<file path="src/pkg/tpcr_map.svh">
// register offsets, field positions and reset values of the bank
`ifndef TPCR_MAP_SVH
`define TPCR_MAP_SVH

// byte offsets on the processor port
`define TPCR_PORT_BASE     8'h08
`define TPCR_PORT_STRIDE   8'h04
`define TPCR_OFF_RESET     8'h2C
`define TPCR_OFF_TDM_FILL  8'h30
`define TPCR_OFF_NET_FILL  8'h34
`define TPCR_OFF_IP_FIRST  8'h38
`define TPCR_OFF_IP_SECOND 8'h3C
`define TPCR_OFF_MAC_LOW   8'h40
`define TPCR_OFF_MAC_HIGH  8'h44

// port configuration low field
`define TPCR_PCFG_W        7
`define TPCR_PCFG_RST      7'h51
`define TPCR_PCFG_RX_EDGE  6
`define TPCR_PCFG_TX_EDGE  5
`define TPCR_PCFG_TWO_CLK  4
`define TPCR_PCFG_FRM_HI   3
`define TPCR_PCFG_FRM_LO   2
`define TPCR_PCFG_TYPE_HI  1
`define TPCR_PCFG_TYPE_LO  0
`define TPCR_TYPE_UNUSED   2'h3

// reset control register fields
`define TPCR_RST_PORT_HI   27
`define TPCR_RST_PORT_LO   24
`define TPCR_RST_TXB_HI    23
`define TPCR_RST_TXB_LO    18
`define TPCR_RST_PHASE     17
`define TPCR_RST_TX        16
`define TPCR_RST_RXB_HI    6
`define TPCR_RST_RXB_LO    1
`define TPCR_RST_RX        0

// station address high width and reset values
`define TPCR_MAC_HIGH_W    16
`define TPCR_WORD_RST      32'h0000_0000
`define TPCR_BYTE_RST      8'h00

`endif

</file>
<file path="src/pkg/tpcr_pkg.sv">
// types shared by the port and register bank modules
package tpcr_pkg;

  // framing of a port interface
  typedef enum logic [1:0]
  {
    TPCR_FRM_UNFRAMED  = 2'h0,
    TPCR_FRM_SYNC_ONLY = 2'h1,
    TPCR_FRM_MULTI     = 2'h2,
    TPCR_FRM_EXTENDED  = 2'h3
  } tpcr_framing_t;

  // line interface type
  typedef enum logic [1:0]
  {
    TPCR_LINE_SERIAL = 2'h0,
    TPCR_LINE_E1     = 2'h1,
    TPCR_LINE_T1     = 2'h2,
    TPCR_LINE_RSVD   = 2'h3
  } tpcr_line_t;

endpackage : tpcr_pkg
</file>
<file path="src/hdl/tpcr_port_cfg.sv">
// one port configuration word and its decoded edge controls
`timescale 1ns/1ps
`include "tpcr_map.svh"

module tpcr_port_cfg
  import tpcr_pkg::*;
(
  input  wire logic                    clk,          // system clock
  input  wire logic                    srst,         // sync reset
  input  wire logic                    wr_sel,       // write to this port
  input  wire logic [`TPCR_PCFG_W-1:0] wr_data,      // low write bits
  output logic      [`TPCR_PCFG_W-1:0] cfg,          // stored word
  output logic                         two_clock,    // rx on receive clk
  output logic                         tx_in_rise,   // tx inputs rising
  output logic                         tx_out_fall,  // tx outputs falling
  output logic                         rx_in_rise,   // rx inputs rising
  output tpcr_framing_t                framing,      // framing type
  output tpcr_line_t                   line_type     // interface type
);

  // reset word as a named constant, since a literal takes no bit select
  localparam logic [`TPCR_PCFG_W-1:0] cfg_rst_word = `TPCR_PCFG_RST;

  logic [`TPCR_PCFG_W-1:0] next_cfg;  // word after this cycle's write

  // write merge; the unused line code is refused so the field
  // never holds a value the interface logic cannot handle
  always_comb
  begin
    next_cfg = cfg;
    if (wr_sel)
    begin
      next_cfg = wr_data;
      if (wr_data[`TPCR_PCFG_TYPE_HI:`TPCR_PCFG_TYPE_LO] ==
          `TPCR_TYPE_UNUSED)
      begin
        // keep previous line type
        next_cfg[`TPCR_PCFG_TYPE_HI:`TPCR_PCFG_TYPE_LO] =
          cfg[`TPCR_PCFG_TYPE_HI:`TPCR_PCFG_TYPE_LO];
      end
    end
  end

  // stored word
  always_ff @(posedge clk)
  begin
    if (srst)
      cfg <= `TPCR_PCFG_RST;
    else
      cfg <= next_cfg;
  end

  // decoded controls, registered from the next word so they track cfg
  always_ff @(posedge clk)
  begin
    if (srst)
    begin
      two_clock   <= cfg_rst_word[`TPCR_PCFG_TWO_CLK];
      tx_in_rise  <= cfg_rst_word[`TPCR_PCFG_TX_EDGE];
      tx_out_fall <= cfg_rst_word[`TPCR_PCFG_TX_EDGE];
      rx_in_rise  <= cfg_rst_word[`TPCR_PCFG_RX_EDGE];
      framing     <= TPCR_FRM_UNFRAMED;
      line_type   <= TPCR_LINE_E1;
    end
    else
    begin
      // clock mode: one selects receive clock for rx side
      two_clock   <= next_cfg[`TPCR_PCFG_TWO_CLK];
      // zero: sample falling, update rising; one reverses both
      tx_in_rise  <= next_cfg[`TPCR_PCFG_TX_EDGE];
      tx_out_fall <= next_cfg[`TPCR_PCFG_TX_EDGE];
      // rx edge field only counts in two-clock mode
      if (next_cfg[`TPCR_PCFG_TWO_CLK])
        rx_in_rise <= next_cfg[`TPCR_PCFG_RX_EDGE];
      else
        rx_in_rise <= next_cfg[`TPCR_PCFG_TX_EDGE];
      framing   <= tpcr_framing_t'(
        next_cfg[`TPCR_PCFG_FRM_HI:`TPCR_PCFG_FRM_LO]);
      line_type <= tpcr_line_t'(
        next_cfg[`TPCR_PCFG_TYPE_HI:`TPCR_PCFG_TYPE_LO]);
    end
  end

endmodule : tpcr_port_cfg

</file>
<file path="src/hdl/tpcr_regs.sv">
// port configuration, reset request and conditioning register bank
`timescale 1ns/1ps
`include "tpcr_map.svh"

module tpcr_regs
  import tpcr_pkg::*;
#(
  parameter int NUM_PORTS = 8                      // TDM ports
)
(
  input  wire logic                 clk,             // 40 MHz clock
  input  wire logic                 srst,            // sync reset
  // processor port
  input  wire logic [7:0]           cpu_addr,        // byte address
  input  wire logic                 cpu_wr_en,       // write strobe
  input  wire logic                 cpu_rd_en,       // read strobe
  input  wire logic [31:0]          cpu_wdata,       // write data
  output logic      [31:0]          cpu_rdata,       // read data
  output logic                      cpu_rvalid,      // read data valid
  // per-port controls
  output logic [NUM_PORTS-1:0]      port_two_clock,  // receive clk used
  output logic [NUM_PORTS-1:0]      port_tx_in_rise, // tx sample rising
  output logic [NUM_PORTS-1:0]      port_tx_out_fall,// tx update falling
  output logic [NUM_PORTS-1:0]      port_rx_in_rise, // rx sample rising
  output tpcr_framing_t             port_framing [NUM_PORTS], // framing
  output tpcr_line_t                port_line [NUM_PORTS],    // line type
  // transmit bundle reset
  output logic                      tx_rst_req,      // request pending
  output logic [3:0]                tx_rst_port,     // port selector
  output logic [5:0]                tx_rst_bundle,   // bundle number
  output logic                      tx_rst_open,     // one: opening
  input  wire logic                 tx_rst_ack,      // payload machine ack
  // receive bundle reset
  output logic                      rx_rst_req,      // request pending
  output logic [5:0]                rx_rst_bundle,   // bundle number
  input  wire logic                 rx_rst_ack,      // classifier ack
  // conditioning toward TDM
  input  wire logic                 jb_underrun,     // buffer underrun
  input  wire logic [1:0]           tdm_fill_index,  // 0 = octet A
  output logic [7:0]                tdm_fill_byte,   // fill octet
  output logic                      tdm_fill_valid,  // fill in use
  // conditioning toward network
  input  wire logic                 net_no_data,     // port has no data
  input  wire logic                 net_fill_allowed,// bundle type ok
  input  wire logic [1:0]           net_fill_select, // 0 = octet A
  output logic [7:0]                net_fill_byte,   // fill octet
  output logic                      net_fill_valid,  // fill in use
  // classifier addresses
  output logic [31:0]               local_ip_first,  // first IPv4
  output logic [31:0]               local_ip_second, // second IPv4
  output logic [47:0]               local_station_first // station addr
);

  logic [`TPCR_PCFG_W-1:0] port_cfg [NUM_PORTS]; // stored port words
  logic [31:0]             tdm_fill;             // four TDM octets
  logic [31:0]             net_fill;             // four network octets
  logic [31:0]             rd_value;             // read mux result
  logic                    wr_rst;               // reset reg write
  logic                    tx_set;               // new tx reset
  logic                    rx_set;               // new rx reset

  assign wr_rst = cpu_wr_en && (cpu_addr == `TPCR_OFF_RESET);
  assign tx_set = wr_rst && cpu_wdata[`TPCR_RST_TX];
  assign rx_set = wr_rst && cpu_wdata[`TPCR_RST_RX];

  // one configuration word per port
  for (genvar g = 0; g < NUM_PORTS; g++)
  begin : g_port
    tpcr_port_cfg u_cfg
    (
      .clk         (clk),
      .srst        (srst),
      .wr_sel      (cpu_wr_en && (cpu_addr == 8'(`TPCR_PORT_BASE +
                    g * `TPCR_PORT_STRIDE))),
      .wr_data     (cpu_wdata[`TPCR_PCFG_W-1:0]),
      .cfg         (port_cfg[g]),
      .two_clock   (port_two_clock[g]),
      .tx_in_rise  (port_tx_in_rise[g]),
      .tx_out_fall (port_tx_out_fall[g]),
      .rx_in_rise  (port_rx_in_rise[g]),
      .framing     (port_framing[g]),
      .line_type   (port_line[g])
    );
  end

  // transmit reset fields and receive bundle, reloaded by every write to the reset register
  always_ff @(posedge clk)
  begin
    if (srst)
    begin
      tx_rst_port   <= 4'h0;
      tx_rst_bundle <= 6'h00;
      tx_rst_open   <= 1'b0;
      rx_rst_bundle <= 6'h00;
    end
    else if (wr_rst)
    begin
      tx_rst_port   <= cpu_wdata[`TPCR_RST_PORT_HI:`TPCR_RST_PORT_LO];
      tx_rst_bundle <= cpu_wdata[`TPCR_RST_TXB_HI:`TPCR_RST_TXB_LO];
      tx_rst_open   <= cpu_wdata[`TPCR_RST_PHASE];
      rx_rst_bundle <= cpu_wdata[`TPCR_RST_RXB_HI:`TPCR_RST_RXB_LO];
    end
  end

  // transmit reset bit: a new set beats an acknowledge in the same
  // cycle, so a back-to-back request is never silently dropped
  always_ff @(posedge clk)
  begin
    if (srst)
      tx_rst_req <= 1'b0;
    else if (tx_set)
      tx_rst_req <= 1'b1;
    else if (tx_rst_ack || wr_rst)
      tx_rst_req <= 1'b0;
  end

  // receive reset bit is set-only: writing zero has no effect
  always_ff @(posedge clk)
  begin
    if (srst)
      rx_rst_req <= 1'b0;
    else if (rx_set)
      rx_rst_req <= 1'b1;
    else if (rx_rst_ack)
      rx_rst_req <= 1'b0;
  end

  // plain read-write words
  always_ff @(posedge clk)
  begin
    if (srst)
    begin
      tdm_fill            <= `TPCR_WORD_RST;
      net_fill            <= `TPCR_WORD_RST;
      local_ip_first      <= `TPCR_WORD_RST;
      local_ip_second     <= `TPCR_WORD_RST;
      local_station_first <= {`TPCR_MAC_HIGH_W'(0), `TPCR_WORD_RST};
    end
    else if (cpu_wr_en)
    begin
      if (cpu_addr == `TPCR_OFF_TDM_FILL)
        tdm_fill <= cpu_wdata;
      else if (cpu_addr == `TPCR_OFF_NET_FILL)
        net_fill <= cpu_wdata;
      else if (cpu_addr == `TPCR_OFF_IP_FIRST)
        local_ip_first <= cpu_wdata;
      else if (cpu_addr == `TPCR_OFF_IP_SECOND)
        local_ip_second <= cpu_wdata;
      else if (cpu_addr == `TPCR_OFF_MAC_LOW)
        local_station_first[31:0] <= cpu_wdata;
      else if (cpu_addr == `TPCR_OFF_MAC_HIGH)
        local_station_first[47:32] <=
          cpu_wdata[`TPCR_MAC_HIGH_W-1:0];
    end
  end

  // TDM fill: octet A sits in the top byte, D in the bottom
  always_ff @(posedge clk)
  begin
    if (srst)
    begin
      tdm_fill_byte  <= `TPCR_BYTE_RST;
      tdm_fill_valid <= 1'b0;
    end
    else
    begin
      tdm_fill_valid <= jb_underrun;
      case (tdm_fill_index)
        2'h0:    tdm_fill_byte <= tdm_fill[31:24];
        2'h1:    tdm_fill_byte <= tdm_fill[23:16];
        2'h2:    tdm_fill_byte <= tdm_fill[15:8];
        default: tdm_fill_byte <= tdm_fill[7:0];
      endcase
    end
  end

  // network fill: octet A in the bottom byte, D in the top; only
  // bundle types that allow it get a fill octet
  always_ff @(posedge clk)
  begin
    if (srst)
    begin
      net_fill_byte  <= `TPCR_BYTE_RST;
      net_fill_valid <= 1'b0;
    end
    else
    begin
      net_fill_valid <= net_no_data && net_fill_allowed;
      case (net_fill_select)
        2'h0:    net_fill_byte <= net_fill[7:0];
        2'h1:    net_fill_byte <= net_fill[15:8];
        2'h2:    net_fill_byte <= net_fill[23:16];
        default: net_fill_byte <= net_fill[31:24];
      endcase
    end
  end

  // read mux; reserved and unmapped bits read as zero
  always_comb
  begin
    rd_value = `TPCR_WORD_RST;
    if (cpu_addr == `TPCR_OFF_RESET)
    begin
      rd_value[`TPCR_RST_PORT_HI:`TPCR_RST_PORT_LO] = tx_rst_port;
      rd_value[`TPCR_RST_TXB_HI:`TPCR_RST_TXB_LO]   = tx_rst_bundle;
      rd_value[`TPCR_RST_PHASE]                     = tx_rst_open;
      rd_value[`TPCR_RST_TX]                        = tx_rst_req;
      rd_value[`TPCR_RST_RXB_HI:`TPCR_RST_RXB_LO]   = rx_rst_bundle;
      rd_value[`TPCR_RST_RX]                        = rx_rst_req;
    end
    else if (cpu_addr == `TPCR_OFF_TDM_FILL)
      rd_value = tdm_fill;
    else if (cpu_addr == `TPCR_OFF_NET_FILL)
      rd_value = net_fill;
    else if (cpu_addr == `TPCR_OFF_IP_FIRST)
      rd_value = local_ip_first;
    else if (cpu_addr == `TPCR_OFF_IP_SECOND)
      rd_value = local_ip_second;
    else if (cpu_addr == `TPCR_OFF_MAC_LOW)
      rd_value = local_station_first[31:0];
    else if (cpu_addr == `TPCR_OFF_MAC_HIGH)
      rd_value[`TPCR_MAC_HIGH_W-1:0] = local_station_first[47:32];
    else
    begin
      // port words; upper port bits live elsewhere and read zero
      for (int i = 0; i < NUM_PORTS; i++)
      begin
        if (cpu_addr == 8'(`TPCR_PORT_BASE + i * `TPCR_PORT_STRIDE))
          rd_value[`TPCR_PCFG_W-1:0] = port_cfg[i];
      end
    end
  end

  // registered read answer, one cycle after the strobe
  always_ff @(posedge clk)
  begin
    if (srst)
    begin
      cpu_rdata  <= `TPCR_WORD_RST;
      cpu_rvalid <= 1'b0;
    end
    else
    begin
      cpu_rvalid <= cpu_rd_en;
      if (cpu_rd_en)
        cpu_rdata <= rd_value;
    end
  end

endmodule : tpcr_regs

</file>
<file path="config.mk">
export PLATFORM = sky130hd
export DESIGN_NAME = tpcr_regs
export DESIGN_NICKNAME = d
export VERILOG_FILES = /design/src/pkg/tpcr_pkg.sv /design/src/hdl/tpcr_port_cfg.sv /design/src/hdl/tpcr_regs.sv
export VERILOG_INCLUDE_DIRS = /design/src /design/src/pkg
export SDC_FILE = /design/constraint.sdc
export NUM_CORES = 1
export LEC_CHECK = 0
export BUFFER_PORTS_ARGS = -buffer_cell sky130_fd_sc_hd__buf_2
export CAP_MARGIN = 40
export CORE_ASPECT_RATIO = 1.1
export CORE_MARGIN = 4
export CORE_UTILIZATION = 55
export CTS_CLUSTER_SIZE = 16
export DETAILED_ROUTE_END_ITERATION = 10
export PLACE_DENSITY = 0.8
export SYNTH_ARGS = -nofsm -noshare
export SYNTH_HDL_FRONTEND = slang
export SYNTH_SLANG_ARGS = --single-unit
</file>
<file path="constraint.sdc">
create_clock -name clk -period 2 [get_ports clk]
set_input_delay 0.1 -clock clk [delete_from_list [all_inputs] [get_ports clk]]
set_output_delay 0.1 -clock clk [all_outputs]
set_load 0.01 [all_outputs]
</file>
After elaboration in Yosys (flattened, before gate mapping):

Index checks and enable logic that the tools add are counted.

* equality and inequality tests: 20
* multiplexer cells: 50
* bitwise operators: 5
* reduce and logical (&&, ||, !) cells: 23

Operators by type and width (number)
* 32-bit 2-to-1 mux: 4
* 7-bit 2-to-1 mux: 18
* 8-bit by 6-bit equality test with 1-bit output (second input constant): 7
* 8-bit case mux with 3 select lines: 2
* 8-bit by 5-bit equality test with 1-bit output (second input constant): 4
* 16-bit 2-to-1 mux: 2
* 9-bit 2-to-1 mux: 2
* 8-bit by 4-bit equality test with 1-bit output (second input constant): 2
* 8-bit by 7-bit equality test with 1-bit output (second input constant): 2
* 2-bit 2-to-1 mux: 8
* 1-bit logical AND: 12
* 1-bit 2-to-1 mux: 12
* 12-bit 2-to-1 mux: 1
* 7-bit AND reduction: 1
* 2-bit equality test (second input constant): 3
* 6-bit AND reduction: 1
* 1-bit inverter: 5
* 5-bit AND reduction: 1
* 2-bit by 1-bit equality test with 1-bit output (second input constant): 2
* 2-bit zero test: 2
* 4-bit 2-to-1 mux: 1
* 4-bit AND reduction: 1
* 2-bit nonzero test: 2
* 3-bit AND reduction: 1
* other kinds (2): 2

* register bits: 358
* output and inout bits: 246

Logic depth before layout (Yosys ltp):

* depth in word-level cells: 16
* gate-level depth with buffers: 9

Hierarchy:

A second synthesis with hierarchy kept.

* cells, all modules: 1679
* area, all modules: 14038.5 um^2

By module, submodules not included
* tpcr_regs: times used 1, cells an instance 1399, area each 11255.8 um^2, sequential area each 4924.7 um^2
* tpcr_port_cfg: times used 8, cells an instance 35, area each 347.8 um^2, sequential area each 160.2 um^2

Worst setup path after synthesis:

No wires, ideal clock.

* kind: input -> register
* start: input cpu_addr[1]
* end: register tdm_fill[0]
* library setup time: 132 ps
* arrival time: 1604 ps
* path slack: 264 ps
* stages on the path: 7
* path buffers: 2
* cell sequence: clkbuf_1 or4_4 nor2_1 nand2_1 clkbuf_1 nand2_1 a21oi_1

* cells in the longest elaborated chain, start to end: 2

Ends and longest elaborated chain
* start, declared: line tpcr_regs.sv:14 `input wire logic [7:0] cpu_addr,`
* 8-bit by 6-bit equality test with 1-bit output (no line)
* 2-bit AND reduction (no line)
* end signal, assigned: line tpcr_regs.sv:133 `` tdm_fill <= `TPCR_WORD_RST; ``
* end signal, assigned: line tpcr_regs.sv:142 `tdm_fill <= cpu_wdata;`
* end, declared: line tpcr_regs.sv:55 `logic [31:0] tdm_fill;`

Every way passes these cells.
A chain may end at the register's enable or synchronous reset.

Worst setup path in the final report:

* start: input srst
* end: register net_fill_valid

RTL lines
* start, declared: line tpcr_regs.sv:12 `input wire logic srst,`
* end signal, assigned: line tpcr_regs.sv:188 `net_fill_valid <= net_no_data && net_fill_allowed;`
* end, declared: line tpcr_regs.sv:47 `output logic net_fill_valid,`

No word-level cell between the ends.

==> impl_metrics.toml <==
[timing]
finalMaxSlewViolations = 0
worst_clock_skew_ns = 0.00816
relSlewSlack_pct = 53.1
grt_setup_unrepaired = "false"
layout_min_cycle_time_ns = 1.85
period_share_pct = 92.4
setup_total_negative_slack_ns = 0
fmax_ghz = 0.541
setup_slack_ns = 0.152
max_slew.worst_pin.slew_ns = 0.704
report.final.setup_viol = 0
final_hold_viol_count = 0

[floorplanning]
io-pin-count = 299
die_height_um = 176
core_box_area_um2 = 25300
initial_utilization_pct = 55.9
row_count = 61
design.die.area_um2 = 28400
die_x_um = 161

[pwr]
internal_power_uw = 10200
p_switching_uw = 3120
cellLeakagePower_uw = 0.00714
p_comb_share_pct = 6.4
worst_ir_drop_vdd_mv = 0.606
switching_share_of_power_pct = 23.4
p_total_uw = 13400
powerDensity_nw_per_um2 = 757
seq_power_share_pct = 46.5
clock_power_share_pct = 47.2

[logic_synthesis]
synth.yosys.seq_area_share_pct = 43.8
yosysUniqueCellTypes = 69
yosys-top-cells-area = "sky130_fd_sc_hd__dfxtp_1 (44%), sky130_fd_sc_hd__nand2_1 (12%), sky130_fd_sc_hd__a21oi_1 (8.2%), sky130_fd_sc_hd__mux2i_1 (3.7%), sky130_fd_sc_hd__buf_4 (3.6%)"
synth.largest_area_cell = "sky130_fd_sc_hd__dfxtp_1"
synthesis.area_um2 = 14200
post_synthesis_net_count = 1792
number_of_warnings_printed_during_yosys_synthesis = 0
synthMostInstantiatedCell = "sky130_fd_sc_hd__nand2_1"
yosys-top-cells-count = "sky130_fd_sc_hd__nand2_1 (438), sky130_fd_sc_hd__dfxtp_1 (310), sky130_fd_sc_hd__a21oi_1 (233)"
synth_async_sr_flop_share_pct = 0
postSynth.topFlopCell = "sky130_fd_sc_hd__dfxtp_1"
netlist_instances = 1739
yosys_register_bits = 310
synth-edff-count = 0
avgSynthCellArea_um2 = 8.14
synth_largest_type_area_fraction_pct = 43.8

[grt]
grt_start_max_net_pins = 66
grt_usage_pct = 37.3
first_global_vias = 14159
grt_overflow_total = 0
first_pass_grt_wire_length_um = 83100
number_of_antenna_violations_at_the_first_check_in_global_routing = 0

[route]
routed_wirelength_um = 55000
dr_vias = 14651
drt_drc_violations_left = 0
drtIter0Drc = 1956
via_per_inst = 6.13
postRouteAntennaNets = 0
post_dr_wirelength_cell_um = 23.0
firstDrtPassIters = 7

[setup_path]
regToRegEndpoint = "cpu_rdata[4]$_SDFFE_PP0P_"
critical_path.reg2reg.startpoint = "g_port[3].u_cfg.cfg[4]$_SDFF_PP1_"
worstRegToRegCells = 5
ff2ff_setup_slack_ns = 0.31
timing.setup.critical_path_class = "input pin to flop"
crit_required_ns = 2.39
worstSetupStartpoint = "srst"
cp-start-kind = "input pin"
type_of_element_capturing_the_critical_path = "flop"
critPathArrivalTime_ns = 2.24
critPathMaxFanout = 31

[placement]
buffer_ports.inserted = 298
hpwlAfterDp_um = 38800
last_weighted_congestion_value_of_the_routability_driven_placer = 1.01
dpl_cell_area_um2 = 16200
post-place-ws_ns = -0.0672

[clocking]
ctsHtreeMaxLevel = 2
cts_buffer_depth = 3
tritoncts.num_buffers = 34
path_clk_slew_ns = 0.06
clk_root_buffer_cell = "sky130_fd_sc_hd__clkbuf_16"
cts_num_sinks = 310
worst_skew_pair.late_latency_ns = 0.51
clock_tree_from_tritoncts = "done"
post_cts_buffers = 0

[finish]
final_design_area_no_fill_um2 = 17600
post_route_cells_drive_above_1_share_pct = 25.8
syn2layout_area_growth_pct = 24.6
multiInputGateArea_um2 = 6820
sequential_cell_area_um2 = 6210
num-nets-final = 2074
num_antenna_cells = 0
filler_cell_count = 2063

[worst_hold_path]
hold_path_startpoint = "cpu_wdata[3]"
min-delay-path-class = "input pin to flop"
hold-path-cell-count = 3
worst_hold_path.endpoint = "local_ip_second[3]$_SDFFE_PP0P_"

[run_status]
run_status = "completed"

[run]
drv_cap = 0
==> per-stage QoR <==
| step | hold slack, ns | instances | util [%] |
|---|---|---|---|
| after floorplan | 0.204 | 1739 | - |
| after global placement | 0.308 | 2299 | 63.9 |
| after detailed placement | 0.341 | 2299 | 63.9 |
| after CTS | 0.0389 | 2389 | 69.6 |
| after global routing | 0.0721 | 2389 | 69.6 |
| final | 0.0565 | 2389 | 69.6 |
==> critical path, stage by stage <==
cell and delay [ns]:
sky130_fd_sc_hd__dlygate4sd3_1 0.54, sky130_fd_sc_hd__buf_6 0.27, sky130_fd_sc_hd__inv_1 0.30, sky130_fd_sc_hd__buf_12 0.25, sky130_fd_sc_hd__and3_1 0.19, sky130_fd_sc_hd__dlygate4sd3_1 0.55
==> worst max path at each step <==
stage                                end  slack (ns)  cells past startpoint
2_1_floorplan   tdm_fill[0]$_SDFFE_PP0P_        0.26                      7
3_3_place_gp   cpu_rdata[4]$_SDFFE_PP0P_       -0.07                      6
3_5_place_dp   cpu_rdata[0]$_SDFFE_PP0P_       -0.07                      7
4_1_cts        net_fill_valid$_SDFF_PP0_        0.20                      6
5_1_grt        net_fill_valid$_SDFF_PP0_        0.13                      6
6_report       net_fill_valid$_SDFF_PP0_        0.15                      6
==> final cells by class <==
| type | instances | share of cell area, % |
|---|---|---|
| multi-input combinational | 1210 | 38.6 |
| sequential | 310 | 35.2 |
| timing repair buffer | 452 | 17.1 |
| clock buffer | 47 | 5.67 |
| tap | 346 | 2.45 |
| clock inverter | 11 | 0.674 |
| inverter | 13 | 0.277 |
==> state kept, by name (all words and copies together), names as in the netlist, 4 cells and up <==
name and flops:
net_fill_byte 8, g_port.u_cfg.line_type 6, local_ip_first 32, cpu_rdata 32, tdm_fill_byte 8, local_ip_second 32
g_port.u_cfg.cfg 44, tdm_fill 32, net_fill 32, rx_rst_bundle 6, tx_rst_port 4, g_port.u_cfg.framing 6
local_station_first 48, tx_rst_bundle 6, g_port.u_cfg.rx_in_rise 8
==> timing repair <==
action                                 4_1_cts  5_1_grt
hold buffers                                32        0
gates resized for setup                      0        0
endpoints found under the hold margin      149        0
==> kinds of logic (layout without fill, tap and decap cells) <==
group | count (synthesis) | count (layout) | synth area share, %
DFF | 310 | 310 | 43.8
muxes | 83 | 83 | 7.40
AOI/OAI and AO/OA | 448 | 448 | 19.3
and+or+nand+nor | 679 | 679 | 21.4
buffers and inverters | 219 | 523 | 8.07
==> power by group through the flow <==
| stage | combinational, µW | clock [µW] | sequential, µW |
|---|---|---|---|
| 2_1_floorplan | 400 | 0 | 6340 |
| 6_report | 852 | 6300 | 6210 |
| 5_1_grt | 890 | 6550 | 6200 |
| 3_5_place_dp | 770 | 0 | 6340 |
| 4_1_cts | 823 | 6310 | 6210 |
| 3_3_place_gp | 771 | 0 | 6340 |
==> per-layer routing <==
layer | global-route usage (%) | wire, µm
met4 | 19.2 | 3300
met1 | 45.5 | 19700
met2 | 62.9 | 26200
met3 | 7.14 | 5750
met5 | 0 | 0
==> layout by cell type, fill, tap and decap left out, drive strengths merged, types with 4 or more instances in the layout <==
cell type / n
nor2b: 19
inv: 14
a22oi: 6
clkbuf: 47
o21ai: 48
a21o: 4
nor4: 5
nor2: 96
dfxtp: 310
a31oi: 21
a211oi: 7
and3: 8
mux2i: 53
mux2: 14
a221o: 6
nand2: 440
o211ai: 30
o32a: 4
o2bb2ai: 23
o32ai: 5
o22ai: 22
nor3: 17
dlygate4sd3: 32
a2111oi: 4
clkinv: 7
nand4: 4
or3: 6
and2: 17
or4b: 4
nand2b: 22
buf: 420
nand3: 25
a21oi: 233
nor4b: 4
a32oi: 8
mux4: 16
No activity file was read; power rests on OpenSTA's default activity.
